--- config.mk ---
export PLATFORM = sky130hd
export DESIGN_NAME = ies_ctrl
export DESIGN_NICKNAME = d
export VERILOG_FILES = /design/src/ies_pkg.sv /design/src/ies_chan_mem.sv /design/src/ies_ctrl.sv
export SDC_FILE = /design/constraint.sdc
export NUM_CORES = 2
export LEC_CHECK = 0
export BUFFER_PORTS_ARGS = -buffer_cell sky130_fd_sc_hd__buf_2
export CAP_MARGIN = 5
export CELL_PAD_IN_SITES_DETAIL_PLACEMENT = 1
export CELL_PAD_IN_SITES_GLOBAL_PLACEMENT = 2
export CORE_AREA = 8 8 598 600
export CTS_CLUSTER_DIAMETER = 50
export DETAILED_ROUTE_END_ITERATION = 6
export DIE_AREA = 0 0 606 608
export PLACE_DENSITY_LB_ADDON = 0.1
export SETUP_SLACK_MARGIN = 0.15
export SLEW_MARGIN = 20
export SYNTH_ARGS = -nofsm -noshare
export SYNTH_HDL_FRONTEND = slang
export SYNTH_SLANG_ARGS = --single-unit
--- constraint.sdc ---
create_clock -name clk_i -period 174.4 [get_ports clk_i]
set_clock_uncertainty 0.1 [all_clocks]
set_input_delay 34.88 -clock clk_i [delete_from_list [all_inputs] [get_ports clk_i]]
set_output_delay 34.88 -clock clk_i [all_outputs]
set_load 0.03 [all_outputs]
--- src/ies_pkg.sv ---
// Purpose: Shared constants and types for the interrupt and event transfer system
// Assumes: One CPU clock at 125 MHz; all inputs synchronous to it
// Notes:   Node map: 0..83 dedicated, 84..91 shared, 92..95 router outputs
package ies_pkg;

  // Sizes of the node array, the router, the channel set, the external pins and the traps
  localparam int NODES       = 96;
  localparam int PRIO_W      = 4;
  localparam int DED_NODES   = 84;
  localparam int SHR_NODES   = 8;
  localparam int SHR_SRCS    = 16;
  localparam int SHR_SEL_W   = 4;
  localparam int ER_CH       = 4;
  localparam int ER_GATES    = 4;
  localparam int CHANNELS    = 8;
  localparam int CH_IDX_W    = 3;
  localparam int PTR_W       = 24;
  localparam int CNT_W       = 8;
  localparam int CH_WORD_W   = 2 * PTR_W + CNT_W;
  localparam int EXT_PINS    = 3;
  localparam int TRAPS       = 8;

  // Field layout of one channel word in the channel memory
  localparam int CH_SRC_LSB  = 32;
  localparam int CH_DST_LSB  = 8;
  localparam int CH_CNT_LSB  = 0;

  // Trap flag bit positions driven by the external trap inputs, and the hardware trap count
  localparam int TRAP_SRA_BIT = 6;
  localparam int TRAP_SRB_BIT = 7;
  localparam int HW_TRAPS     = 6;

  // Vector numbering and levels
  localparam logic [7:0]        NODE_VEC_BASE = 8'h10;
  localparam logic [PRIO_W-1:0] TRAP_LEVEL    = 4'hf;

  // Response latency in CPU clocks, with and without the jump cache
  localparam int RESP_JC_CYC  = 7;
  localparam int RESP_NJC_CYC = 11;
  localparam logic [3:0] RESP_JC_LOAD  = 4'(RESP_JC_CYC - 2);
  localparam logic [3:0] RESP_NJC_LOAD = 4'(RESP_NJC_CYC - 2);

  // Pointer steps for byte and word moves
  localparam logic [PTR_W-1:0] STEP_BYTE = 24'h000001;
  localparam logic [PTR_W-1:0] STEP_WORD = 24'h000002;

  // Output gating modes
  localparam logic [1:0] OGU_BLOCK = 2'h0;
  localparam logic [1:0] OGU_PASS  = 2'h1;
  localparam logic [1:0] OGU_MATCH = 2'h2;
  localparam logic [1:0] OGU_MISS  = 2'h3;

  // Sequencer states
  typedef enum logic [5:0] {
    ST_IDLE = 6'h01,
    ST_RESP = 6'h02,
    ST_VEC  = 6'h04,
    ST_RD   = 6'h08,
    ST_MOVE = 6'h10,
    ST_UPD  = 6'h20
  } ies_st_t;

  // Whole state of the controller except the channel memory
  typedef struct packed {
    ies_st_t             st;
    logic [3:0]          cnt;
    logic [NODES-1:0]    req;
    logic [TRAPS-1:0]    tflag;
    logic [TRAPS-1:0]    tpend;
    logic                trap_busy;
    logic [2:0]          trap_lvl;
    logic                sw_pend;
    logic [7:0]          sw_num;
    logic [ER_CH-1:0]    er_prev;
    logic [ER_CH-1:0]    er_flag;
    logic [EXT_PINS-1:0] ext_prev;
    logic [7:0]          vec;
    logic [PRIO_W-1:0]   lvl;
    logic                is_trap;
    logic                hw_trap;
    logic [6:0]          node;
    logic [CH_IDX_W-1:0] ch;
    logic                mword;
  } ies_state_t;

  localparam ies_state_t IES_RST = '{st: ST_IDLE, default: '0};

endpackage

--- src/ies_chan_mem.sv ---
// Purpose: Pointer and counter store for the event transfer channels
// Assumes: One write port, one read port, read data registered
// Notes:   Contents are not cleared by reset; software loads each channel
`timescale 1ns/1ps
`default_nettype none
module ies_chan_mem
  import ies_pkg::*;
(
  input  wire logic                 clk_i,
  input  wire logic                 nrst_i,
  input  wire logic                 we_i,
  input  wire logic [CH_IDX_W-1:0]  waddr_i,
  input  wire logic [CH_WORD_W-1:0] wdata_i,
  input  wire logic [CH_IDX_W-1:0]  raddr_i,
  output logic      [CH_WORD_W-1:0] rdata_o
);

  logic [CH_WORD_W-1:0] mem_q [CHANNELS];

  // Write port
  always_ff @(posedge clk_i) begin
    if (we_i) begin
      mem_q[waddr_i] <= wdata_i;
    end
  end

  // Registered read, write-through not needed by the sequencer
  always_ff @(posedge clk_i) begin
    if (!nrst_i) begin
      rdata_o <= '0;
    end else begin
      rdata_o <= mem_q[raddr_i];
    end
  end

endmodule
`default_nettype wire

--- src/ies_ctrl.sv ---
// Purpose: Node arbitration, vector sequencing, transfer channels, router and traps
// Assumes: CPU answers svc_req_o with svc_ack_i and mv_req_o with mv_ack_i
// Notes:   Contract
`timescale 1ns/1ps
`default_nettype none
module ies_ctrl
  import ies_pkg::*;
(
  input  wire logic                          clk_i,
  input  wire logic                          nrst_i,
  input  wire logic [DED_NODES-1:0]          src_req_i,
  input  wire logic [SHR_SRCS-1:0]           shr_src_i,
  input  wire logic [SHR_NODES*SHR_SEL_W-1:0] node_sel_i,
  input  wire logic [NODES-1:0]              node_en_i,
  input  wire logic [NODES*PRIO_W-1:0]       node_prio_i,
  input  wire logic [NODES-1:0]              node_use_chan_i,
  input  wire logic [NODES*CH_IDX_W-1:0]     node_chan_i,
  input  wire logic [NODES-1:0]              sw_set_i,
  input  wire logic [NODES-1:0]              sw_clr_i,
  input  wire logic [PRIO_W-1:0]             cpu_level_i,
  input  wire logic                          jcache_i,
  input  wire logic                          svc_ack_i,
  input  wire logic                          mv_ack_i,
  input  wire logic [CHANNELS-1:0]           ch_inc_src_i,
  input  wire logic [CHANNELS-1:0]           ch_inc_dst_i,
  input  wire logic [CHANNELS-1:0]           ch_word_i,
  input  wire logic [CHANNELS-1:0]           ch_cont_i,
  input  wire logic                          ch_wr_i,
  input  wire logic [CH_IDX_W-1:0]           ch_wr_sel_i,
  input  wire logic [CH_WORD_W-1:0]          ch_wr_data_i,
  input  wire logic [ER_CH-1:0]              er_in_i,
  input  wire logic [2*ER_CH-1:0]            er_edge_cfg_i,
  input  wire logic [ER_GATES*ER_CH-1:0]     er_route_i,
  input  wire logic [ER_GATES*ER_CH-1:0]     er_pat_i,
  input  wire logic [ER_GATES*ER_CH-1:0]     er_pmask_i,
  input  wire logic [2*ER_GATES-1:0]         er_gmode_i,
  input  wire logic [ER_CH-1:0]              er_flag_clr_i,
  input  wire logic [HW_TRAPS-1:0]           hw_trap_i,
  input  wire logic [EXT_PINS-1:0]           ext_trap_i,
  input  wire logic [EXT_PINS-1:0]           ext_en_i,
  input  wire logic [EXT_PINS-1:0]           ext_map_i,
  input  wire logic [TRAPS-1:0]              trap_flag_clr_i,
  input  wire logic                          trap_done_i,
  input  wire logic                          swtrap_i,
  input  wire logic [7:0]                    swtrap_num_i,
  output logic                               svc_req_o,
  output logic      [7:0]                    svc_vec_o,
  output logic      [PRIO_W-1:0]             svc_lvl_o,
  output logic                               svc_trap_o,
  output logic                               mv_req_o,
  output logic      [PTR_W-1:0]              mv_src_o,
  output logic      [PTR_W-1:0]              mv_dst_o,
  output logic                               mv_word_o,
  output logic                               ch_wr_ready_o,
  output logic      [NODES-1:0]              node_req_o,
  output logic      [TRAPS-1:0]              trap_flag_o,
  output logic                               trap_busy_o,
  output logic      [ER_CH-1:0]              er_flag_o
);

  ies_state_t s_q;
  ies_state_t s_d;

  logic [ER_CH-1:0]     er_evt;
  logic [ER_GATES-1:0]  er_out;
  logic [SHR_NODES-1:0] shr_req;
  logic [NODES-1:0]     hw_set;
  logic [TRAPS-1:0]     trap_evt;
  logic [EXT_PINS-1:0]  ext_rise;
  logic                 sys_req_a;
  logic                 sys_req_b;

  logic                 mem_we;
  logic [CH_IDX_W-1:0]  mem_waddr;
  logic [CH_WORD_W-1:0] mem_wdata;
  logic [CH_IDX_W-1:0]  mem_raddr;
  logic [CH_WORD_W-1:0] mem_rdata;
  logic [PTR_W-1:0]     rd_src;
  logic [PTR_W-1:0]     rd_dst;
  logic [CNT_W-1:0]     rd_cnt;
  logic [CNT_W-1:0]     new_cnt;
  logic [PTR_W-1:0]     step;

  logic                 win_found;
  logic [6:0]           win_idx;
  logic [PRIO_W-1:0]    win_prio;
  logic [CH_IDX_W-1:0]  win_chan;
  logic                 grant;
  logic                 trap_found;
  logic [2:0]           trap_top;
  logic                 trap_go;

  // Router channels and shared node source muxes
  genvar g;
  generate
    for (g = 0; g < ER_CH; g++) begin : g_router
      logic match;
      assign er_evt[g] = (er_in_i[g] & ~s_q.er_prev[g] & er_edge_cfg_i[2*g])
                       | (~er_in_i[g] & s_q.er_prev[g] & er_edge_cfg_i[2*g+1]);
      assign match = ((s_q.er_flag ^ er_pat_i[g*ER_CH +: ER_CH]) & er_pmask_i[g*ER_CH +: ER_CH]) == '0;
      always_comb begin
        case (er_gmode_i[2*g +: 2])
          OGU_PASS:  er_out[g] = |(er_evt & er_route_i[g*ER_CH +: ER_CH]);
          OGU_MATCH: er_out[g] = |(er_evt & er_route_i[g*ER_CH +: ER_CH]) & match;
          OGU_MISS:  er_out[g] = |(er_evt & er_route_i[g*ER_CH +: ER_CH]) & ~match;
          default:   er_out[g] = 1'b0;
        endcase
      end
    end
    for (g = 0; g < SHR_NODES; g++) begin : g_shared
      assign shr_req[g] = shr_src_i[node_sel_i[g*SHR_SEL_W +: SHR_SEL_W]];
    end
  endgenerate

  // Hardware request sources per node and trap events
  assign hw_set    = {er_out, shr_req, src_req_i};
  assign ext_rise  = ext_trap_i & ~s_q.ext_prev & ext_en_i;
  assign sys_req_a = |(ext_rise & ~ext_map_i);
  assign sys_req_b = |(ext_rise & ext_map_i);
  assign trap_evt  = {sys_req_b, sys_req_a, hw_trap_i};

  // Channel word fields
  assign rd_src  = mem_rdata[CH_SRC_LSB +: PTR_W];
  assign rd_dst  = mem_rdata[CH_DST_LSB +: PTR_W];
  assign rd_cnt  = mem_rdata[CH_CNT_LSB +: CNT_W];
  assign new_cnt = ch_cont_i[s_q.ch] ? rd_cnt : rd_cnt - 8'h01;
  assign step    = ch_word_i[s_q.ch] ? STEP_WORD : STEP_BYTE;

  // Highest-priority enabled node, lowest index on a tie
  always_comb begin
    win_found = 1'b0;
    win_idx   = '0;
    win_prio  = '0;
    for (int n = 0; n < NODES; n++) begin
      if (s_q.req[n] && node_en_i[n] &&
          (!win_found || node_prio_i[n*PRIO_W +: PRIO_W] > win_prio)) begin
        win_found = 1'b1;
        win_idx   = 7'(n);
        win_prio  = node_prio_i[n*PRIO_W +: PRIO_W];
      end
    end
  end

  // Highest pending trap and its right to preempt
  always_comb begin
    trap_found = 1'b0;
    trap_top   = '0;
    for (int t = 0; t < TRAPS; t++) begin
      if (s_q.tpend[t]) begin
        trap_found = 1'b1;
        trap_top   = 3'(t);
      end
    end
  end

  assign win_chan = node_chan_i[win_idx*CH_IDX_W +: CH_IDX_W];
  assign trap_go  = trap_found && (!s_q.trap_busy || trap_top > s_q.trap_lvl);
  assign grant    = s_q.st == ST_IDLE && !trap_go && !s_q.trap_busy && !s_q.sw_pend
                  && win_found && win_prio > cpu_level_i;

  // Channel memory port steering; the sequencer write-back has priority
  always_comb begin
    mem_raddr = (s_q.st == ST_IDLE) ? win_chan : s_q.ch;
    mem_we    = 1'b0;
    mem_waddr = ch_wr_sel_i;
    mem_wdata = ch_wr_data_i;
    if (s_q.st == ST_UPD) begin
      mem_we    = 1'b1;
      mem_waddr = s_q.ch;
      mem_wdata = {ch_inc_src_i[s_q.ch] ? rd_src + step : rd_src,
                   ch_inc_dst_i[s_q.ch] ? rd_dst + step : rd_dst,
                   new_cnt};
    end else if (ch_wr_i) begin
      mem_we    = 1'b1;
    end
  end

  ies_chan_mem u_mem (
    .clk_i   (clk_i),
    .nrst_i  (nrst_i),
    .we_i    (mem_we),
    .waddr_i (mem_waddr),
    .wdata_i (mem_wdata),
    .raddr_i (mem_raddr),
    .rdata_o (mem_rdata)
  );

  // Next state: flags, router, traps and the service sequencer
  always_comb begin
    s_d          = s_q;
    s_d.er_prev  = er_in_i;
    s_d.ext_prev = ext_trap_i;
    s_d.er_flag  = (s_q.er_flag & ~er_flag_clr_i) | er_evt;
    s_d.tflag    = (s_q.tflag & ~trap_flag_clr_i) | trap_evt;
    s_d.req      = s_q.req & ~sw_clr_i;
    if (trap_done_i) begin
      s_d.trap_busy = 1'b0;
    end
    if (swtrap_i) begin
      s_d.sw_pend = 1'b1;
      s_d.sw_num  = swtrap_num_i;
    end
    case (s_q.st)
      ST_IDLE: begin
        if (trap_go) begin
          s_d.tpend[trap_top] = 1'b0;
          s_d.vec     = {5'h00, trap_top};
          s_d.lvl     = TRAP_LEVEL;
          s_d.is_trap = 1'b1;
          s_d.hw_trap = 1'b1;
          s_d.cnt     = jcache_i ? RESP_JC_LOAD : RESP_NJC_LOAD;
          s_d.st      = ST_RESP;
        end else if (s_q.sw_pend && !swtrap_i) begin
          s_d.sw_pend = 1'b0;
          s_d.vec     = s_q.sw_num;
          s_d.lvl     = TRAP_LEVEL;
          s_d.is_trap = 1'b1;
          s_d.hw_trap = 1'b0;
          s_d.cnt     = jcache_i ? RESP_JC_LOAD : RESP_NJC_LOAD;
          s_d.st      = ST_RESP;
        end else if (grant) begin
          s_d.req[win_idx] = 1'b0;
          s_d.node    = win_idx;
          s_d.lvl     = win_prio;
          s_d.vec     = 8'(NODE_VEC_BASE + {1'b0, win_idx});
          s_d.is_trap = 1'b0;
          s_d.hw_trap = 1'b0;
          s_d.ch      = win_chan;
          s_d.cnt     = jcache_i ? RESP_JC_LOAD : RESP_NJC_LOAD;
          s_d.st      = node_use_chan_i[win_idx] ? ST_RD : ST_RESP;
        end
      end
      ST_RESP: begin
        s_d.cnt = s_q.cnt - 4'h1;
        if (s_q.cnt == 4'h0) begin
          s_d.st = ST_VEC;
        end
      end
      ST_VEC: begin
        if (svc_ack_i) begin
          if (s_q.hw_trap) begin
            s_d.trap_busy = 1'b1;
            s_d.trap_lvl  = s_q.vec[2:0];
          end
          s_d.st = ST_IDLE;
        end
      end
      ST_RD: begin
        s_d.mword = ch_word_i[s_q.ch];
        if (!ch_cont_i[s_q.ch] && rd_cnt == 8'h00) begin
          s_d.cnt = jcache_i ? RESP_JC_LOAD : RESP_NJC_LOAD;
          s_d.st  = ST_RESP;
        end else begin
          s_d.st = ST_MOVE;
        end
      end
      ST_MOVE: begin
        if (mv_ack_i) begin
          s_d.st = ST_UPD;
        end
      end
      ST_UPD: begin
        if (!ch_cont_i[s_q.ch] && new_cnt == 8'h00) begin
          s_d.cnt = jcache_i ? RESP_JC_LOAD : RESP_NJC_LOAD;
          s_d.st  = ST_RESP;
        end else begin
          s_d.st = ST_IDLE;
        end
      end
      default: s_d.st = ST_IDLE;
    endcase
    s_d.req   = s_d.req | hw_set | sw_set_i;
    s_d.tpend = s_d.tpend | trap_evt;
  end

  // State register
  always_ff @(posedge clk_i) begin
    if (!nrst_i) begin
      s_q <= IES_RST;
    end else begin
      s_q <= s_d;
    end
  end

  // Outputs
  assign svc_req_o     = s_q.st == ST_VEC;
  assign svc_vec_o     = s_q.vec;
  assign svc_lvl_o     = s_q.lvl;
  assign svc_trap_o    = s_q.is_trap;
  assign mv_req_o      = s_q.st == ST_MOVE;
  assign mv_src_o      = rd_src;
  assign mv_dst_o      = rd_dst;
  assign mv_word_o     = s_q.mword;
  assign ch_wr_ready_o = s_q.st != ST_UPD;
  assign node_req_o    = s_q.req;
  assign trap_flag_o   = s_q.tflag;
  assign trap_busy_o   = s_q.trap_busy;
  assign er_flag_o     = s_q.er_flag;
endmodule
`default_nettype wire

After elaboration in Yosys (flattened, before gate mapping)
Memories as Yosys holds them, arrays and structs flattened. A register that Yosys moved wholly into a read port is not among the register bits.
Cells that the tools add are included.
{ "word_totals": {"output_inout_bits": 174, "regBits": 171, "mem_count": 1, "wordCells": 1033, "mem_bits_rw": 448} }
{ "classes": {"order_cmp": 110, "bitwise": 75, "shift": 1, "mux": 377, "multipliers": 1, "addsub": 5, "eq_ne": 25, "reduce_logical": 419} }
{ "memory_table": {"columns": ["name", "depth", "width", "read_ports", "rd_ports_with_merged_regs", "write_ports", "line", "rtl"], "rows": [
  ["u_mem.mem_q", 8, 56, 1, 1, 1, "ies_chan_mem.sv:18", "logic [CH_WORD_W-1:0] mem_q [CHANNELS];"]
]} }
{ "op_table": {"columns": ["cell", "count"], "rows": [
  ["$mux 7", 94],
  ["$mux 4", 103],
  ["$gt 4x4->1", 96],
  ["$mux 96", 3],
  ["$shiftx 288x10->3", 1],
  ["$logic_and 1x1->1", 202],
  ["$and 96x96->96", 2],
  ["$not 96->96", 2],
  ["$or 96x96->96", 2],
  ["$mux 1", 129],
  ["$mux 106", 1],
  ["$logic_not 1->1", 101],
  ["$logic_or 1x1->1", 96],
  ["$mux 24", 3],
  ["$mux 56", 1],
  ["$add 24x2->24", 2],
  ["$lt 4x5->1 const B", 8],
  ["$and 4x4->4", 9],
  ["$pmux 6 s6", 1],
  ["$bmux 1 s4", 8],
  ["$mux 14", 2],
  ["$and 1x1->1", 24],
  ["$mux 3", 8],
  ["$mux 8", 3],
  ["other kinds (51)", 112]
]} }

Longest topological paths before layout
{ "logic_depth": {"depth_word": 394, "mapped_depth": 853, "mapped_depth_nobuf": 830} }

By module
Synthesis repeated with hierarchy kept, for this count alone.
{ "unflattened": {"hier_cells": 6293, "area_unflattened_um2": 55553.3} }
{ "by_module_without_submodules": {"columns": ["mod", "seq_area_each_um2", "area_per_inst_um2", "n_inst", "cells_per_inst"], "rows": [
  ["ies_ctrl", 3283.1, 36882.9, 1, 5389],
  ["ies_chan_mem", 14574.0, 18670.4, 1, 904]
]} }

Worst setup path before layout
Ideal clock, no wire load.
{ "synth_path": {"path_type": "input to register", "from": "in node_en_i[0]", "to": "reg s_q[163] (netlist name)", "path_buffers": 19, "cell_stages": 772, "arrival_time_ns": 182.264, "path_slack_ns": -8.092, "path_cell_list": "buf_2 > and3_1 > inv_1 > ha_1 > nor2b_1 > o211a_1 > o21ai_1 > a21o_1 > inv_1 > ha_1 > nor2b_1 > o211ai_1 > a31o_2 > nor2_1 > or2_2 > ha_1 > nor2b_1 > o211ai_1 > [... 736 more ...] > o21ai_0 > nand2b_1 > a21oi_1 > nor2_1 > clkbuf_1 > nor2_1 > a22o_1 > ha_1 > nor2b_1 > o21ai_0 > nand2b_1 > a21oi_1 > a2111oi_0 > o22ai_1 > nor3_1 > o21ai_0 > a22oi_1 > nor2_1"} }
{ "synth_via": {"elab_chain_cells": 386, "word_cells_on_any_way": 578} }
{ "synth_lines": {"columns": ["element", "line", "rtl"], "rows": [
  ["from (decl)", "ies_ctrl.sv:14", "input wire logic [NODES-1:0] node_en_i,"],
  ["$logic_and 1x1->1 *", "ies_ctrl.sv:135", "if (s_q.req[n] && node_en_i[n] &&"],
  ["$mux 4 or $mux 1 (tied branches)", "ies_ctrl.sv:135", null],
  ["$gt 4x4->1 or $logic_not 1->1 (tied branches)", "ies_ctrl.sv:136", "(!win_found || node_prio_i[n*PRIO_W +: PRIO_W] > win_prio)) begin"],
  ["$logic_or 1x1->1", "ies_ctrl.sv:136", null],
  ["$logic_and 1x1->1", "ies_ctrl.sv:135", null],
  ["$mux 4 or $mux 1 (tied branches)", "ies_ctrl.sv:135", null],
  ["$gt 4x4->1 or $logic_not 1->1 (tied branches)", "ies_ctrl.sv:136", null],
  ["$logic_or 1x1->1", "ies_ctrl.sv:136", null],
  ["[... 370 more ...]", null, null],
  ["$gt 4x4->1 or $logic_not 1->1 (tied branches)", "ies_ctrl.sv:136", null],
  ["$logic_or 1x1->1", "ies_ctrl.sv:136", null],
  ["$logic_and 1x1->1", "ies_ctrl.sv:135", null],
  ["$mux 4 or $mux 1 (tied branches)", "ies_ctrl.sv:135", null],
  ["$gt 4x4->1 or $logic_and 1x1->1 (tied branches)", "ies_ctrl.sv:159", "&& win_found && win_prio > cpu_level_i;"],
  ["$logic_and 1x1->1 *", "ies_ctrl.sv:159", null],
  ["$ne 4x3->1 (no line) *", null, null],
  ["$reduce_and 4->1 (no line) *", null, null],
  ["to (signal assigned)", "ies_ctrl.sv:279", "s_q <= IES_RST;"],
  ["to (signal assigned)", "ies_ctrl.sv:281", "s_q <= s_d;"],
  ["to (decl)", "ies_ctrl.sv:61", "ies_state_t s_q;"]
]} }
Mark *: on every way between the ends. The rest lies on a longest branch, timed or not.
A chain may end at the register's enable or synchronous reset.

==> results by stage <==
Floorplanning:
- The height of the die is 608 microns.
- The effective utilization at floorplan is 16.4%.
- The core region is around 350000 sq um.
- The die covers 368000 sq um.
- In this run the core area contains 217 standard-cell rows.
- The die span in x is 606 microns.
- The number of primary I/O pins is 1568.

Place:
- The placed wire-length estimate is 396 mm.
- The number of cells in the design after placement is approximately 14000.
- The placer congestion estimate is 0.942.
- Port buffering added 1567 buffers.
- Once placement finished, the instance area stood at approximately 83000 sq um.

Route:
- The total vias in the final route is 71300.
- The routed wire length is roughly 480 mm.
- The detail-routed net length per standard cell is 32.0 microns.
- In the routed layout, each cell is associated on average with a via count of about 4.8.
- The first TritonRoute pass finished after 5 iterations.
- The first-iteration detailed-routing DRC count is between 4000 and 5000.
- In this run the remaining antenna-violating nets after routing total 0.
- After detailed routing, the number of remaining DRC violations is 0.

Clock network:
- The clock reaches the later pin of the worst-skew pair after around 0.85 ns.
- TritonCTS built the clock tree.
- The maximum count of clock buffers along a single path is 4.
- The number of clock buffers added by TritonCTS is 141.
- The clock root buffer is clkbuf_16.
- The H-tree was split into 4 levels.
- CTS saw 668 sinks.
- After clock tree synthesis, the clock-pin slew on the worst setup and hold paths is 0.05 ns.
- The number of buffers added to fix hold violations after cts is 0.

Worst setup path:
- The critical path in this run is classified as input pin to flip-flop.
- STA classifies the critical path startpoint as an input pin.
- The endpoint arrival time on the critical path is roughly 180 ns.
- The element type at the critical path end is a flip-flop.
- The delay of the slowest cell on the worst path is about 0.52 ns.
- The cell that appears most often on the critical path is ha_4.
- The flop-to-flop setup slack is 32.04 ns.
- Of all nets on the critical path, the largest fanout is 6.
- The critical path data required time is 174.97 ns.
- The largest individual stage delay along the critical path comes from the cell or4_4.

Timing:
- The relative max-transition margin is 13.1%.
- The total negative slack is -68.55 ns.
- The max-slew violation total from the final report came to 0.
- The setup violation total in the final timing report is 68.
- For the finished layout, the period the worst path requires is approximately 180 ns.
- The least setup slack across all paths after layout is -1.26 ns.
- Static timing analysis puts the maximum clock frequency at 5.69 MHz.
- Setup repair after global routing could not meet its margin everywhere.
- The share of the clock period used by the worst path after layout is 101%.
- The final count of hold timing violations came to 0.
- For the pin with the worst max-slew slack, the measured transition is between 1 and 1.5 ns.
- The worst-case hold slack is 0.372 ns.

GRT:
- For this run the aggregate overflow at the end of global routing stands at 0.
- The number of global-route vias before repair is 72600.
- The total routing usage reported by global routing is 24.1%.
- The initial antenna violation count is 373.
- The first-pass GRT wire length is 624 mm.
- Entering global routing, the biggest net connects 87 pins.

Logic synthesis:
- The average instance in the mapped netlist occupies 8.60 sq um.
- The post-synthesis instance total is approximately 6600.
- In the synthesized netlist, the cells that appear most often are nand2_1 (578), a21oi_1 (504), nor2_1 (497), edfxtp_1 (448), o21ai_0 (436).
- The most common cell in the netlist is nand2_1.
- The number of nets in the synthesized netlist is 8329.
- The flop and latch count out of synthesis is 668.
- The number of flops mapped to enable cells by yosys is 448.
- The most area-hungry cell type in the Yosys netlist is edfxtp_1.
- Among all flip-flop cells after synthesis, the most frequent one is edfxtp_1.
- The netlist uses 133 different library cells.
- The Yosys step of the flow raised 0 warnings.
- The cell area after technology mapping is between 50000 and 60000 sq um.
- The top cell type's share of synthesized area is 23.6%.
- The post-synthesis async set-or-reset flop share is 0%.
- Yosys attributes the largest share of cell area to edfxtp_1 (24%), dfxtp_1 (7.7%), ha_1 (6.8%), a21oi_1 (4.4%), mux2i_1 (3.9%).
- Sequential elements use between 30% and 40% of the synthesized area.

Job:
- Max-cap violations in this run came to 0.

Finish:
- The number of filler cells placed in the layout is 40300.
- The area taken by flip-flops and latches is 17900 sq um.
- The finished layout holds 14900 standard cells, fillers aside.
- The fraction of final layout cells with drive strength greater than 1 is 52.3%.
- The signed area change from the synthesized netlist to the final layout is 74.7%.
- The number of nets in the layout is between 10000 and 15000.
- The finished cells cover 99600 sq um.
- The total area of multi-input combinational cells is 42900 sq um.

Hold path:
- The min-delay analysis places its worst path in the category flip-flop to flip-flop.

Run status:
- The checks that failed: negative setup slack.
- The flow ran to the end, but the final reports show violations.
## stage by stage
| step | worst slack, ns | util (%) |
|---|---|---|
| 3_5_place_dp | -11.94 | 23.8 |
| 4_1_cts | -2.19 | 26.6 |
| 5_1_grt | -7.93 | 28.6 |
| 3_3_place_gp | -8.07 | 23.8 |
| 6_report | -1.26 | 28.6 |
| 2_1_floorplan | 0.158 | - |
## worst max-delay path: cells and delay by family
kind            cells  cell delay, ns
compound gates    442           74.44
fa+ha+maj         119           30.35
mux                56           16.41
buf+inv           137           15.35
simple gates      165           23.12
## layer usage
metal	GRT usage, %	wire [microns]	vias up
li1	-	-	32100
met1	31.1	207000	35900
met2	40.5	223000	2305
met3	4.35	26400	796
met4	8.09	20600	90
met5	0	587	-
## state kept, by name, indices dropped and copies added (netlist names)
signal,count
s_q,41
trap_flag_o,8
trap_busy_o,1
node_req_o,96
svc_lvl_o,4
er_flag_o,4
mv_word_o,1
svc_trap_o,1
svc_vec_o,8
u_mem.mem_q,448
u_mem.rdata_o,56
## final cells by class
cell class                      count  share of cell area [%]
Inverter                          431                    1.66
Multi-Input combinational cell   5115                    43.1
Sequential cell                   668                    17.9
Timing Repair Buffer             3706                    26.5
Tap cell                         4599                    5.78
Clock buffer                      162                    3.67
Antenna cell                      161                   0.405
Clock inverter                     91                    1.00
## kinds of logic after synthesis
logic type	after synthesis	synth area share [%]
buffers and inverters	843	7.08
AOI/OAI and AO/OA	2292	28.1
muxes	368	7.79
DFF	668	31.3
xor gates and xnor gates	74	1.14
and+or+nand+nor	2057	17.6
adders and majority gates	323	7.06
## cells in the final DEF (no fill, tap or decap), drive strengths merged, types with 107 or more instances in the layout
cell type	netlist	routed
a211oi	107	107
a21oi	509	510
a22oi	151	151
a31oi	115	115
and2	160	160
buf	289	3696
clkbuf	123	169
dfxtp	220	220
diode	0	161
edfxtp	448	448
ha	308	308
inv	430	455
mux2i	225	225
nand2	579	579
nand2b	117	117
nand3	164	164
nor2	498	498
nor3	158	158
o21ai	458	458
## worst paths after layout
path,start,end,depth (start not counted)
worst max-delay path,node_en_i[0],u_mem.rdata_o[44]$_SDFF_PN0_,919
worst min-delay path,s_q[11]$_SDFFE_PN0P_,s_q[11]$_SDFFE_PN0P_,2
worst max register to register,node_req_o[0]$_SDFF_PN0_,u_mem.rdata_o[44]$_SDFF_PN0_,813
worst min register to register,s_q[11]$_SDFFE_PN0P_,s_q[11]$_SDFFE_PN0P_,2
## timing repair
| item | 4_1_cts | 5_1_grt |
|---|---|---|
| gates cloned | 15 | 6 |
| setup buffers | 240 | 240 |
| pin swaps | 336 | 658 |
| setup endpoints to repair | 176 | 176 |
| resized for setup | 575 | 890 |
Power is not shown: default switching activity piles up to over one toggle a cycle in this logic, so the estimate is an artifact.
